`config.mk`:
```
export PLATFORM = sky130hd
export DESIGN_NAME = ucr_channel
export DESIGN_NICKNAME = d
export VERILOG_FILES = /design/src/ucr_pkg.sv /design/src/ucr_stream_if.sv /design/src/ucr_fifo.sv /design/src/ucr_channel.sv
export SDC_FILE = /design/constraint.sdc
export NUM_CORES = 1
export LEC_CHECK = 0
export ABC_AREA = 1
export BUFFER_PORTS_ARGS = -buffer_cell sky130_fd_sc_hd__buf_2
export CAP_MARGIN = 20
export CORE_MARGIN = 2
export CORE_UTILIZATION = 50
export DETAILED_ROUTE_END_ITERATION = 8
export PLACE_DENSITY = 0.65
export SETUP_SLACK_MARGIN = 0.2
export SKIP_LAST_GASP = 1
export SYNTH_ARGS = -nofsm -noshare
export SYNTH_HDL_FRONTEND = slang
export SYNTH_SLANG_ARGS = --single-unit
```
`constraint.sdc`:
```
create_clock -name CORE_CLK -period 3.8 [get_ports CORE_CLK]
set_input_delay 0.38 -clock CORE_CLK [delete_from_list [all_inputs] [get_ports CORE_CLK]]
set_output_delay 0.38 -clock CORE_CLK [all_outputs]
set_load 0.01 [all_outputs]
```
`src/ucr_pkg.sv`:
```
package ucr_pkg;
    localparam logic [2:0] OFS_DATA     = 3'h0;
    localparam logic [2:0] OFS_IRQ_EN   = 3'h1;
    localparam logic [2:0] OFS_IDENT    = 3'h2;
    localparam logic [2:0] OFS_LINE_CTL = 3'h3;
    localparam logic [2:0] OFS_MODEM_CTL= 3'h4;
    localparam logic [2:0] OFS_LINE_STS = 3'h5;
    localparam logic [2:0] OFS_MODEM_STS= 3'h6;
    localparam logic [2:0] OFS_SPARE    = 3'h7;
    localparam int         DIV_ACC_BIT  = 7;
    localparam int         FIFO_WIDTH   = 8;
    localparam int         FIFO_DEPTH   = 32;
    localparam logic [7:0] LSR_RESET    = 8'h60;
    localparam logic [2:0] ID_NONE      = 3'h0;
    localparam logic [2:0] ID_MODEM     = 3'h0;
    localparam logic [2:0] ID_TX_HOLDING_EMPTY      = 3'h1;
    localparam logic [2:0] ID_RXAV      = 3'h2;
    localparam logic [2:0] ID_LINE      = 3'h3;
    localparam logic [2:0] ID_TIMEOUT   = 3'h6;
    localparam logic [3:0] OVERSAMPLE   = 4'hF;
    localparam logic [5:0] TIMEOUT_BITS = 6'h28;
endpackage : ucr_pkg

```
`src/ucr_stream_if.sv`:
```
`timescale 1ns/1ps
interface ucr_stream_if;
    logic       valid;
    logic       ready;
    logic [7:0] data;
    modport src (output valid, output data, input ready);
    modport snk (input valid, input data, output ready);
endinterface : ucr_stream_if

```
`src/ucr_fifo.sv`:
```
`timescale 1ns/1ps
module ucr_fifo #(
    parameter int WIDTH = 8,
    parameter int DEPTH = 32
) (
    // clocking
    input  wire logic    clk,
    input  wire logic    rst_n,
    input  wire logic    ce,
    input  wire logic    flush,
    // streams
    ucr_stream_if.snk    wr,
    ucr_stream_if.src    rd,
    // fill
    output      logic [$clog2(DEPTH):0] level
);
    localparam int AW = $clog2(DEPTH);
    typedef struct packed {
        logic [AW-1:0] wp;
        logic [AW-1:0] rp;
        logic [AW:0]   cnt;
    } ucr_fifo_s;
    ucr_fifo_s          st;
    ucr_fifo_s          next_st;
    logic [WIDTH-1:0]   mem [DEPTH];
    logic               push;
    logic               pop;

    // honest flags: full stalls the writer, empty hides data
    assign push     = wr.valid && (st.cnt != DEPTH[AW:0]);
    assign pop      = rd.ready && (st.cnt != '0);
    assign wr.ready = (st.cnt != DEPTH[AW:0]);
    assign rd.valid = (st.cnt != '0);
    assign rd.data  = mem[st.rp];
    assign level    = st.cnt;

    always_comb begin
        next_st = st;
        if (flush) begin
            next_st = '0;
        end else begin
            if (push) next_st.wp = st.wp + 1'b1;
            if (pop)  next_st.rp = st.rp + 1'b1;
            next_st.cnt = st.cnt + {{AW{1'b0}}, push} - {{AW{1'b0}}, pop};
        end
    end

    always_ff @(posedge clk) begin
        if (!rst_n) st <= '0;
        else if (ce) st <= next_st;
    end

    // storage has no reset, only the pointers matter
    always_ff @(posedge clk) begin
        if (ce && push && !flush) mem[st.wp] <= wr.data;
    end
endmodule : ucr_fifo

```
`src/ucr_channel.sv`:
```
`timescale 1ns/1ps
module ucr_channel (
    // clock, reset, enable
    input  wire logic       CORE_CLK,
    input  wire logic       RESET_N,
    input  wire logic       CLK_EN,
    // host register port
    input  wire logic [2:0] ADDR,
    input  wire logic       RD_STB,
    input  wire logic       WR_STB,
    input  wire logic [7:0] WR_DATA,
    output      logic [7:0] RD_DATA,
    // mode strap
    input  wire logic       LEGACY_BUS_MODE,
    // serial and modem lines
    output      logic       TXD,
    input  wire logic       RXD,
    output      logic       RTS_N,
    output      logic       DTR_N,
    input  wire logic       CTS_N,
    input  wire logic       DSR_N,
    input  wire logic       RI_N,
    input  wire logic       DCD_N,
    // interrupt request
    output      logic       IRQ
);
    typedef enum logic [1:0] {
        SH_IDLE  = 2'b00,
        SH_START = 2'b01,
        SH_DATA  = 2'b10,
        SH_STOP  = 2'b11
    } ucr_shift_e;

    typedef struct packed {
        logic [7:0]  irq_en;
        logic [7:0]  line_ctl;
        logic [7:0]  modem_ctl;
        logic [7:0]  spare;
        logic [15:0] divisor;
        logic        fifo_on;
        logic [1:0]  trig;
        logic        tx_holding_empty_irq;
        logic [3:0]  line_err;
        logic        overrun;
        logic        rx_fifo_err;
        logic [3:0]  modem_delta;
        logic [3:0]  modem_prev;
        logic [15:0] baud_cnt;
        logic        tick;
        ucr_shift_e  tx_st;
        logic [3:0]  tx_sub;
        logic [2:0]  tx_bit;
        logic [7:0]  tx_sh;
        logic        txd;
        ucr_shift_e  rx_st;
        logic [3:0]  rx_sub;
        logic [2:0]  rx_bit;
        logic [7:0]  rx_sh;
        logic        rx_was_low;
        logic [5:0]  to_bits;
        logic [3:0]  to_sub;
        logic        to_irq;
        logic [7:0]  rd_data;
        logic        irq;
        logic        pin_txd;
        logic [1:0]  pins_n;
    } ucr_state_s;

    ucr_state_s st;
    ucr_state_s next_st;

    ucr_stream_if tx_in ();
    ucr_stream_if tx_out ();
    ucr_stream_if rx_in ();
    ucr_stream_if rx_out ();
    logic [5:0] tx_lvl;
    logic [5:0] rx_lvl;
    logic       flush_tx;
    logic       flush_rx;

    // decode of a host access, used by several consumers
    function automatic logic hit(input logic stb, input logic [2:0] a,
                                 input logic [2:0] want);
        return stb && (a == want);
    endfunction : hit

    // receive trigger level in bytes, kept small for the 32 word queue
    function automatic logic [5:0] trig_level(input logic [1:0] t);
        unique case (t)
            2'b00: return 6'h01;
            2'b01: return 6'h04;
            2'b10: return 6'h08;
            2'b11: return 6'h0E;
        endcase
    endfunction : trig_level

    logic       dla;
    logic       wr_fcr;
    logic       rd_rbr;
    logic       rd_iir;
    logic       rd_lsr;
    logic       rd_msr;
    logic       loop;
    logic       rx_line;
    logic       rx_avail;
    logic       line_irq;
    logic       modem_irq;
    logic [2:0] ident;
    logic       pend;
    logic [3:0] modem_in;
    logic [7:0] line_status;
    logic [7:0] interrupt_identity;
    logic [7:0] modem_status;

    assign dla      = st.line_ctl[ucr_pkg::DIV_ACC_BIT];
    assign wr_fcr   = hit(WR_STB, ADDR, ucr_pkg::OFS_IDENT);
    assign rd_rbr   = hit(RD_STB, ADDR, ucr_pkg::OFS_DATA) && !dla;
    assign rd_iir   = hit(RD_STB, ADDR, ucr_pkg::OFS_IDENT);
    assign rd_lsr   = hit(RD_STB, ADDR, ucr_pkg::OFS_LINE_STS);
    assign rd_msr   = hit(RD_STB, ADDR, ucr_pkg::OFS_MODEM_STS);
    assign loop     = st.modem_ctl[4];
    assign flush_rx = wr_fcr && (WR_DATA[1] || !WR_DATA[0]);
    assign flush_tx = wr_fcr && (WR_DATA[2] || !WR_DATA[0]);
    assign rx_line  = loop ? st.txd : RXD;

    // transmit queue: host writes fill it, the shifter drains it
    assign tx_in.valid = hit(WR_STB, ADDR, ucr_pkg::OFS_DATA) && !dla;
    assign tx_in.data  = WR_DATA;
    assign tx_out.ready = st.tick && (st.tx_st == SH_IDLE);

    // receive queue: full refuses and raises overrun
    assign rx_in.valid = st.tick && (st.rx_st == SH_STOP)
                         && (st.rx_sub == 4'h7);
    assign rx_in.data  = st.rx_sh;
    assign rx_out.ready = rd_rbr;

    ucr_fifo #(
        .WIDTH (ucr_pkg::FIFO_WIDTH),
        .DEPTH (ucr_pkg::FIFO_DEPTH)
    ) u_tx_fifo (
        .clk   (CORE_CLK),
        .rst_n (RESET_N),
        .ce    (CLK_EN),
        .flush (flush_tx),
        .wr    (tx_in),
        .rd    (tx_out),
        .level (tx_lvl)
    );

    ucr_fifo #(
        .WIDTH (ucr_pkg::FIFO_WIDTH),
        .DEPTH (ucr_pkg::FIFO_DEPTH)
    ) u_rx_fifo (
        .clk   (CORE_CLK),
        .rst_n (RESET_N),
        .ce    (CLK_EN),
        .flush (flush_rx),
        .wr    (rx_in),
        .rd    (rx_out),
        .level (rx_lvl)
    );

    // modem inputs, looped back from control bits in loopback
    assign modem_in = loop ? {st.modem_ctl[3], st.modem_ctl[2],
                              st.modem_ctl[0], st.modem_ctl[1]}
                           : {~DCD_N, ~RI_N, ~DSR_N, ~CTS_N};
    assign modem_status = {modem_in, st.modem_delta};

    // status view; transmitter-idle tracks the shifter, and outside legacy mode also needs an empty transmit queue
    always_comb begin
        line_status    = '0;
        line_status[0] = (rx_lvl != '0);
        line_status[1] = st.overrun;
        line_status[4:2] = st.line_err[2:0];
        line_status[5] = (tx_lvl == '0);
        line_status[6] = (st.tx_st == SH_IDLE)
                 && (LEGACY_BUS_MODE || tx_lvl == '0);
        line_status[7] = st.fifo_on && st.rx_fifo_err;
    end

    // priority: line status, then data/timeout, then holding, then modem
    assign line_irq  = st.irq_en[2] && (st.overrun || (st.line_err != '0));
    assign rx_avail  = st.irq_en[0] &&
                       (st.fifo_on ? (rx_lvl >= trig_level(st.trig))
                                   : (rx_lvl != '0));
    assign modem_irq = st.irq_en[3] && (st.modem_delta != '0);
    always_comb begin
        pend  = 1'b1;
        ident = ucr_pkg::ID_NONE;
        if (line_irq) ident = ucr_pkg::ID_LINE;
        else if (st.to_irq && st.irq_en[0]) ident = ucr_pkg::ID_TIMEOUT;
        else if (rx_avail) ident = ucr_pkg::ID_RXAV;
        else if (st.tx_holding_empty_irq && st.irq_en[1]) ident = ucr_pkg::ID_TX_HOLDING_EMPTY;
        else if (modem_irq) ident = ucr_pkg::ID_MODEM;
        else pend = 1'b0;
    end
    // fifo-only bits masked in plain mode
    assign interrupt_identity = {st.fifo_on, st.fifo_on, 2'b00,
                  ident[2] && st.fifo_on, ident[1:0], !pend};

    always_comb begin
        next_st = st;
        // baud: one tick per divisor count, sixteen per bit
        next_st.tick = 1'b0;
        if (st.baud_cnt >= st.divisor - 16'h0001) begin
            next_st.baud_cnt = '0;
            next_st.tick     = (st.divisor != '0);
        end else begin
            next_st.baud_cnt = st.baud_cnt + 16'h0001;
        end

        // register writes
        if (WR_STB) begin
            unique case (ADDR)
                ucr_pkg::OFS_DATA:     if (dla) next_st.divisor[7:0] = WR_DATA;
                ucr_pkg::OFS_IRQ_EN:
                    if (dla) next_st.divisor[15:8] = WR_DATA;
                    else     next_st.irq_en = {4'h0, WR_DATA[3:0]};
                ucr_pkg::OFS_IDENT: begin
                    // dma select bit 3 is dropped on purpose
                    next_st.fifo_on = WR_DATA[0];
                    next_st.trig    = WR_DATA[7:6];
                end
                ucr_pkg::OFS_LINE_CTL:  next_st.line_ctl = WR_DATA;
                ucr_pkg::OFS_MODEM_CTL:
                    next_st.modem_ctl = {3'h0, WR_DATA[4:0]};
                ucr_pkg::OFS_SPARE:
                    if (!LEGACY_BUS_MODE) next_st.spare = WR_DATA;
                default: ;
            endcase
        end

        // holding-empty request: set on drain, cleared by write or ident read
        if ((rd_iir && ident == ucr_pkg::ID_TX_HOLDING_EMPTY) || tx_in.valid)
            next_st.tx_holding_empty_irq = 1'b0;
        if (tx_out.ready && tx_out.valid && tx_lvl == 6'h01)
            next_st.tx_holding_empty_irq = 1'b1;

        // modem deltas: set wins over clearing read
        if (rd_msr) next_st.modem_delta = '0;
        next_st.modem_prev = modem_in;
        next_st.modem_delta = next_st.modem_delta |
            {st.modem_prev[3] ^ modem_in[3],
             st.modem_prev[2] & ~modem_in[2],
             st.modem_prev[1] ^ modem_in[1],
             st.modem_prev[0] ^ modem_in[0]};

        // line errors cleared by status read, new error wins
        if (rd_lsr) begin
            next_st.line_err    = '0;
            next_st.overrun     = 1'b0;
            next_st.rx_fifo_err = 1'b0;
        end

        // transmit shifter, lsb first
        if (st.tick) begin
            next_st.tx_sub = st.tx_sub + 4'h1;
            unique case (st.tx_st)
                SH_IDLE: begin
                    next_st.tx_sub = '0;
                    if (tx_out.valid) begin
                        next_st.tx_sh = tx_out.data;
                        next_st.tx_st = SH_START;
                        next_st.txd   = 1'b0;
                    end
                end
                SH_START: if (st.tx_sub == ucr_pkg::OVERSAMPLE) begin
                    next_st.tx_st  = SH_DATA;
                    next_st.tx_bit = '0;
                    next_st.txd    = st.tx_sh[0];
                end
                SH_DATA: if (st.tx_sub == ucr_pkg::OVERSAMPLE) begin
                    next_st.tx_sh  = {1'b0, st.tx_sh[7:1]};
                    next_st.tx_bit = st.tx_bit + 3'h1;
                    if (st.tx_bit == 3'h7) begin
                        next_st.tx_st = SH_STOP;
                        next_st.txd   = 1'b1;
                    end else begin
                        next_st.txd = st.tx_sh[1];
                    end
                end
                SH_STOP: if (st.tx_sub == ucr_pkg::OVERSAMPLE)
                    next_st.tx_st = SH_IDLE;
            endcase
        end

        // receive shifter, mid-bit sampling of start and data, stop checked eight ticks after the last data sample
        if (st.tick) begin
            next_st.rx_sub = st.rx_sub + 4'h1;
            next_st.rx_was_low = !rx_line;  // a held-low line is no start
            unique case (st.rx_st)
                SH_IDLE: begin
                    next_st.rx_sub = '0;
                    if (!rx_line && !st.rx_was_low) next_st.rx_st = SH_START;
                end
                SH_START: if (st.rx_sub == 4'h7) begin
                    next_st.rx_sub = '0;
                    next_st.rx_bit = '0;
                    next_st.rx_st  = rx_line ? SH_IDLE : SH_DATA;
                end
                SH_DATA: if (st.rx_sub == ucr_pkg::OVERSAMPLE) begin
                    next_st.rx_sh  = {rx_line, st.rx_sh[7:1]};
                    next_st.rx_bit = st.rx_bit + 3'h1;
                    if (st.rx_bit == 3'h7) next_st.rx_st = SH_STOP;
                end
                SH_STOP: if (st.rx_sub == 4'h7) begin
                    next_st.rx_st = SH_IDLE;
                    if (!rx_line) begin
                        next_st.line_err[1] = 1'b1;
                        next_st.rx_fifo_err = 1'b1;
                        if (st.rx_sh == '0) next_st.line_err[2] = 1'b1;
                    end
                    if (!rx_in.ready) next_st.overrun = 1'b1;
                end
            endcase
        end

        // timeout: own sixteen-tick bit count, the receiver's rests idle
        if (rx_in.valid || rd_rbr || rx_lvl == '0 || !st.fifo_on) begin
            next_st.to_bits = '0;
            next_st.to_sub  = '0;
            next_st.to_irq  = 1'b0;
        end else if (st.to_bits == ucr_pkg::TIMEOUT_BITS) begin
            next_st.to_irq = 1'b1;
        end else if (st.tick) begin
            next_st.to_sub = st.to_sub + 4'h1;
            if (st.to_sub == ucr_pkg::OVERSAMPLE)
                next_st.to_bits = st.to_bits + 6'h01;
        end

        // read mux, registered
        next_st.rd_data = '0;
        unique case (ADDR)
            ucr_pkg::OFS_DATA:
                next_st.rd_data = dla ? st.divisor[7:0] : rx_out.data;
            ucr_pkg::OFS_IRQ_EN:
                next_st.rd_data = dla ? st.divisor[15:8] : st.irq_en;
            ucr_pkg::OFS_IDENT:     next_st.rd_data = interrupt_identity;
            ucr_pkg::OFS_LINE_CTL:  next_st.rd_data = st.line_ctl;
            ucr_pkg::OFS_MODEM_CTL: next_st.rd_data = st.modem_ctl;
            ucr_pkg::OFS_LINE_STS:  next_st.rd_data = line_status;
            ucr_pkg::OFS_MODEM_STS: next_st.rd_data = modem_status;
            ucr_pkg::OFS_SPARE:
                next_st.rd_data = LEGACY_BUS_MODE ? 8'h00 : st.spare;
        endcase
        if (!RD_STB) next_st.rd_data = st.rd_data;
        next_st.irq = pend;
        // pin flops; loopback parks the line and the modem outputs
        next_st.pin_txd = next_st.txd | next_st.modem_ctl[4];
        next_st.pins_n  = ~next_st.modem_ctl[1:0] | {2{next_st.modem_ctl[4]}};
    end

    always_ff @(posedge CORE_CLK) begin
        if (!RESET_N) begin
            st          <= '0;
            st.txd      <= 1'b1;
            st.pin_txd  <= 1'b1;
            st.pins_n   <= 2'b11;
        end else if (CLK_EN) begin
            st <= next_st;
        end
    end

    // pins come from state flops; user outputs stay internal
    assign RD_DATA = st.rd_data;
    assign TXD     = st.pin_txd;
    assign RTS_N   = st.pins_n[1];
    assign DTR_N   = st.pins_n[0];
    assign IRQ     = st.irq;
endmodule : ucr_channel

```
### Yosys cells after proc, flatten, opt, wreduce, memory -nomap -nowiden

Memories as Yosys holds them, arrays and structs flattened. A register that Yosys moved wholly into a read port is not among the register bits.
Cells that the tools add are included.

* bits in registers: 165
* memory bits (writable): 512
* input bits: 22
* output and inout port bits: 12
* word-level logic and storage cells: 294
* memories kept: 2

Memory list
* u_rx_fifo.mem: words 32, bits a word 8, rd ports 1, clocked after Yosys merged registers in 1, wr ports 1, line ucr_fifo.sv:25 `logic [WIDTH-1:0] mem [DEPTH];`
* u_tx_fifo.mem: words 32, bits a word 8, rd ports 1, clocked after Yosys merged registers in 1, wr ports 1, line ucr_fifo.sv:25

* add/subtract/negate cells: 16
* order comparisons: 2
* equal/unequal tests: 38
* muxes and demuxes: 87
* bitwise operators: 15
* reductions and logical operators: 94

Operators by type and width (count)
* 8-bit 2-to-1 mux: 9
* 8-bit case mux with 8 select lines: 1
* 5-bit 2-to-1 mux: 10
* 16-bit 2-to-1 mux: 3
* 2-bit 2-to-1 mux: 18
* 1-bit logical AND: 32
* 32-bit 2-to-1 mux: 1
* 6-bit case mux with 4 select lines: 1
* 4-bit AND reduction: 6
* 1-bit 2-to-1 mux: 22
* 11-bit 2-to-1 mux: 2
* 2-bit nonzero test: 11
* 5-bit by 1-bit adder with 5-bit output, second input constant: 4
* 10-bit 2-to-1 mux: 2
* 2-bit inequality test, second input constant: 10
* 3-bit equality test, second input constant: 6
* 9-bit 2-to-1 mux: 2
* 16-bit by 1-bit adder with 16-bit output, second input constant: 1
* 16-bit greater-or-equal comparator: 1
* 2-bit case mux with 4 select lines: 2
* 8-bit case mux with 2 select lines: 1
* 2-bit AND reduction: 8
* 16-bit nonzero test: 1
* 16-bit by 1-bit subtractor with 16-bit output, second input constant: 1
* 41 further kinds: 97

### Depth between registers and ports, before layout

* depth after elaboration: 13
* mapped depth: 19
* depth with buffers taken out: 19

### By module

A second synthesis with hierarchy kept.

* cells, all modules: 3125
* area, all modules: 30764.5 um^2

By module, submodules not included
* ucr_fifo: instances 2, cells an instance 1070, area an instance 11847.6 um^2, sequential area each 8107.8 um^2
* ucr_channel: instances 1, cells an instance 985, area an instance 7069.3 um^2, sequential area each 2662.6 um^2

### Worst setup path before layout

OpenSTA, ideal clock, no wires.

* path type: register to register
* start: reg st[96] in the netlist's numbering
* end: reg st[72] in the netlist's numbering
* library setup time: 0.117 ns
* data arrival time: 2.557 ns
* required time: 3.683 ns
* path slack: 1.126 ns
* cell stages (with the launch flop): 19
* buffers on the path: 1
* period minus slack after synthesis: 2.674 ns
* cells stage by stage: dfxtp_1 > inv_1 > nand3_1 > nor3_1 > nand2_1 > inv_1 > nand3_1 > nor2_1 > nand3_1 > xor2_1 > ha_1 > nand4_1 > nor3_1 > nand3_1 > nand3_1 > nand2_1 > nand2_1 > buf_2 > nor2_1

* cells in the longest elaborated chain, start to end: 3

Ends and longest elaborated chain
* start: declaration: line ucr_channel.sv:69 `ucr_state_s st;`
* start signal: assignment: line ucr_channel.sv:360 `st <= next_st;`
* 16-bit by 1-bit subtractor with 16-bit output: line ucr_channel.sv:205 `if (st.baud_cnt >= st.divisor - 16'h0001) begin`
* 16-bit greater-or-equal comparator: line ucr_channel.sv:205
* 16-bit 2-to-1 mux: line ucr_channel.sv:205

No other way between the ends.
A chain may end at the register's enable or synchronous reset.

### Worst setup path in the final report

* start: reg st[96] in the netlist's numbering
* end: reg st[64] in the netlist's numbering

The elaborated chain is that of the path after synthesis.

==> flow_metrics.py <==
metrics = {
    "outcome": {
        "status": "complete, no violations",
    },
    "synth": {
        "synth_top_area_share_pct": 50.9,
        "async_reset_ff_share_pct": 0,
        "synth_area_leader_cell": "edfxtp_1",
        "yosysUniqueCellTypes": 56,
        "synthFlopType": "edfxtp_1",
        "ys_seq_area_share_pct": 62.5,
        "synth_cells": 3043,
        "synth_edf_count": 512,
        "synth_area_um2": 30200,
        "ys_ff_latch": 687,
        "postSynthNetCount": 3132,
        "yosysWarnings": 0,
        "syn_area_per_cell_um2": 9.93,
        "yosys-top-cells-area": "edfxtp_1 51%, dfxtp_1 12%, nand2_1 10%, nand3_1 7.8%, ha_1 2.7%",
    },
    "die": {
        "dieArea_um2": 62400,
        "num_rows": 90,
        "die_w_um": 250,
        "start_util_pct": 50.3,
        "core_area_um2": 60000,
        "die_h_um": 250,
        "ioPinCount": 34,
    },
    "power": {
        "p_int_uw": 12000,
        "power_uw": 15200,
        "p_clk_share_pct": 44.5,
        "powerDensity_nw_per_um2": 458,
        "switching_share_pct": 21.0,
        "combPwrFrac_pct": 2.6,
        "p_leak_uw": 0.0125,
        "p_sw_uw": 3200,
        "p_seq_share_pct": 52.9,
        "vdd.ir_drop.worst_uv": 436,
    },
    "sta": {
        "tightest_slew_ns": 0.986,
        "setup_ws_ns": 0.699,
        "setup-violations-final": 0,
        "tns_ns": 0,
        "post-route-min-period_ns": 3.10,
        "slew_headroom_pct": 34.3,
        "skew_ns": 0.0230,
        "rsz0062_at_grt": "false",
        "slew_violations": 0,
        "hold_viol_final": 0,
        "fmax_mhz": 323,
        "period_share_pct": 81.6,
    },
    "global_route": {
        "grt_max_degree": 81,
        "antenna_found_initial": 0,
        "grt_pass1_wl_um": 116000,
        "grt_pass1_vias": 21100,
        "overflow": 0,
        "grt_use_total_pct": 23.7,
    },
    "clocking": {
        "clk_path_buf_depth": 3,
        "clkTransAtPathRegs_ns": 0.06,
        "worstSkewPairLatency_ns": 0.62,
        "cts_made_buffers": 72,
        "tritoncts": "yes",
        "cts-resized-gates": 0,
        "cts.sinks": 687,
        "htreeDepth": 3,
        "cts_hold_buffers": 0,
        "cts-root-buf": "clkbuf_16",
        "postCtsSetupBuffers": 0,
    },
    "detailed_routing": {
        "wirelength_um": 73800,
        "avgViaCountPerCell": 5.56,
        "vias": 21500,
        "dr.pass1.iters": 6,
        "ant_nets": 0,
        "drtIter0Drc": 2034,
        "wl_per_cell_um": 19.1,
        "drc": 0,
    },
    "worst_setup_path": {
        "critPathSlowestCell": "dfxtp_1",
        "required_ns": 4.32,
        "reg2reg_to": "st[64]$_SDFFE_PN0P_",
        "reg2reg_setup_slack_ns": 0.70,
        "cp-start-kind": "flop",
        "crit_type": "flop to flop",
        "crit_fanout": 15,
        "path_cells": "inv_1 > nand3_1 > nor3_1 > nand2_1 > inv_1 > nand3_1 > nor2_1 > nand2_1 > xor2_1 > ha_1 > a21oi_1 > o21ai_0 > a21oi_1 > nand3_1 > nand2_1 > nand2_1 > nor3_1",
        "cp_common_cell": "nand2_1",
        "slowest_delay_ns": 0.32,
        "reg2reg_from": "st[96]$_SDFFE_PN0P_",
        "reg2reg_depth": 17,
        "crit_path_end_kind": "flop",
        "critical_path_arrival_ns": 3.62,
    },
    "job": {
        "max_cap_viol_count": 0,
    },
    "placement": {
        "dp_slack_ns": 0.723,
        "gp_congestion": 0.892,
        "dp_cells": 3737,
        "placed_area_um2": 31000,
        "io_buffers": 33,
        "dp_hpwl_um": 46900,
    },
    "finish": {
        "final_cells": 3868,
        "fill_cells": 5172,
        "drive_above_1_share_pct": 8.13,
        "n_antenna_cell": 0,
        "syn_to_final_growth_pct": 10.1,
        "fin_nets": 3120,
        "fin_area_um2": 33300,
    },
    "min_path": {
        "worstHoldStart": "RXD",
        "worstHoldPathCells": 4,
        "hp-class": "input pin to flop",
    },
}
## cell usage in the layout (no fill, tap or decap), types with 9 or more instances in the layout
cell type	count
nand2_1	829
edfxtp_1	512
nand3_1	471
nor2_1	203
dfxtp_1	163
a21oi_1	162
inv_1	159
o21ai_0	111
clkbuf_16	75
ha_1	65
buf_2	33
xor2_1	25
o211ai_1	23
nor3_1	22
clkbuf_1	22
buf_4	20
nand4_1	16
inv_2	14
clkinv_2	14
nand2_2	10
dfxtp_2	10
nor2_4	9
nand2_4	9
nor2_2	9
## synthesized netlist by cell type, types with 3 or more instances
| cell type | instances |
|---|---|
| xnor2_1 | 5 |
| inv_2 | 14 |
| o21ai_2 | 3 |
| nor3_1 | 22 |
| buf_4 | 10 |
| edfxtp_1 | 512 |
| o22ai_1 | 5 |
| nor2_4 | 9 |
| ha_1 | 65 |
| buf_2 | 60 |
| o21a_1 | 5 |
| o21ai_1 | 4 |
| o211ai_1 | 23 |
| a22oi_1 | 4 |
| nor3b_1 | 4 |
| nor2_1 | 203 |
| nand2_1 | 829 |
| xor2_1 | 25 |
| nor2_2 | 9 |
| o21ai_0 | 111 |
| a21oi_2 | 4 |
| inv_1 | 161 |
| clkbuf_1 | 59 |
| nand3_1 | 471 |
| nand3_2 | 4 |
| nand4_1 | 16 |
| a21oi_1 | 162 |
| dfxtp_1 | 175 |
| nand2_2 | 10 |
| nand2_4 | 9 |
| nor3_2 | 4 |
| buf_1 | 15 |
## state kept, by name, summed over array words and instances (netlist names), 8 cells and up, named ones only
register and cells:
u_tx_fifo.mem 256, RD_DATA 8, u_rx_fifo.mem 256, u_tx_fifo.st 10, u_rx_fifo.st 10, rx_in.data 8, st 102
## stage by stage
stage | util, % | hold slack (ns)
final | 55.4 | 0.173
after global routing | 55.4 | 0.171
after CTS | 55.4 | 0.135
after detailed placement | 51.6 | 0.462
after global placement | 51.5 | 0.451
after floorplan | - | 0.437
## cell families after synthesis
group | synth area share, %
adder cells (fa/ha/maj) | 2.82
AO/OA/AOI/OAI | 6.12
AND/OR/NAND/NOR | 23.3
XOR/XNOR | 0.870
flip-flops | 62.5
buffers and inverters | 4.42
## worst max-delay path: cells and delay by family, from the launching register on
family	cells	cell delay, ns
compound gates	3	0.44
xor+xnor	1	0.15
fa+ha+maj	1	0.30
simple gates	10	1.60
buf+inv	2	0.21
flops	1	0.32
## metal layers
layer	routed length, um	track usage (%)	up-vias
met2	34700	39.1	710
met4	2190	8.26	0
met3	4570	3.44	147
li1	-	-	10400
met1	32400	32.2	10300
met5	0	0	-
## worst max path at each step
stage	start	depth (start not counted)	endpoint
after global routing	st[96]$_SDFFE_PN0P_	17	st[62]$_SDFFE_PN0P_
after detailed placement	st[96]$_SDFFE_PN0P_	17	st[75]$_SDFFE_PN0P_
final	st[96]$_SDFFE_PN0P_	17	st[64]$_SDFFE_PN0P_
after floorplan	st[96]$_SDFFE_PN0P_	18	st[72]$_SDFFE_PN0P_
after global placement	st[96]$_SDFFE_PN0P_	17	st[62]$_SDFFE_PN0P_
after CTS	st[96]$_SDFFE_PN0P_	17	st[62]$_SDFFE_PN0P_
## power groups by stage
stage          clock (uW)  combinational (uW)  sequential (uW)
6_report             6770                 398             8050
5_1_grt              7180                 441             8050
4_1_cts              6890                 396             8050
3_5_place_dp            0                 394             8210
3_3_place_gp            0                 384             8210
2_1_floorplan           0                 238             8200
## final cells by class
class                   count  area (um^2)  share of cell area [%]
flip-flops and latches    687        18900                    56.8
multi-input cells        2034        10000                    30.1
clock buffers             103         2040                    6.12
well taps                 782          978                    2.94
inverters                 177          674                    2.03
repair buffers             59          438                    1.32
clock inverters            26          233                   0.700
Power figures use the tool's default switching activity.
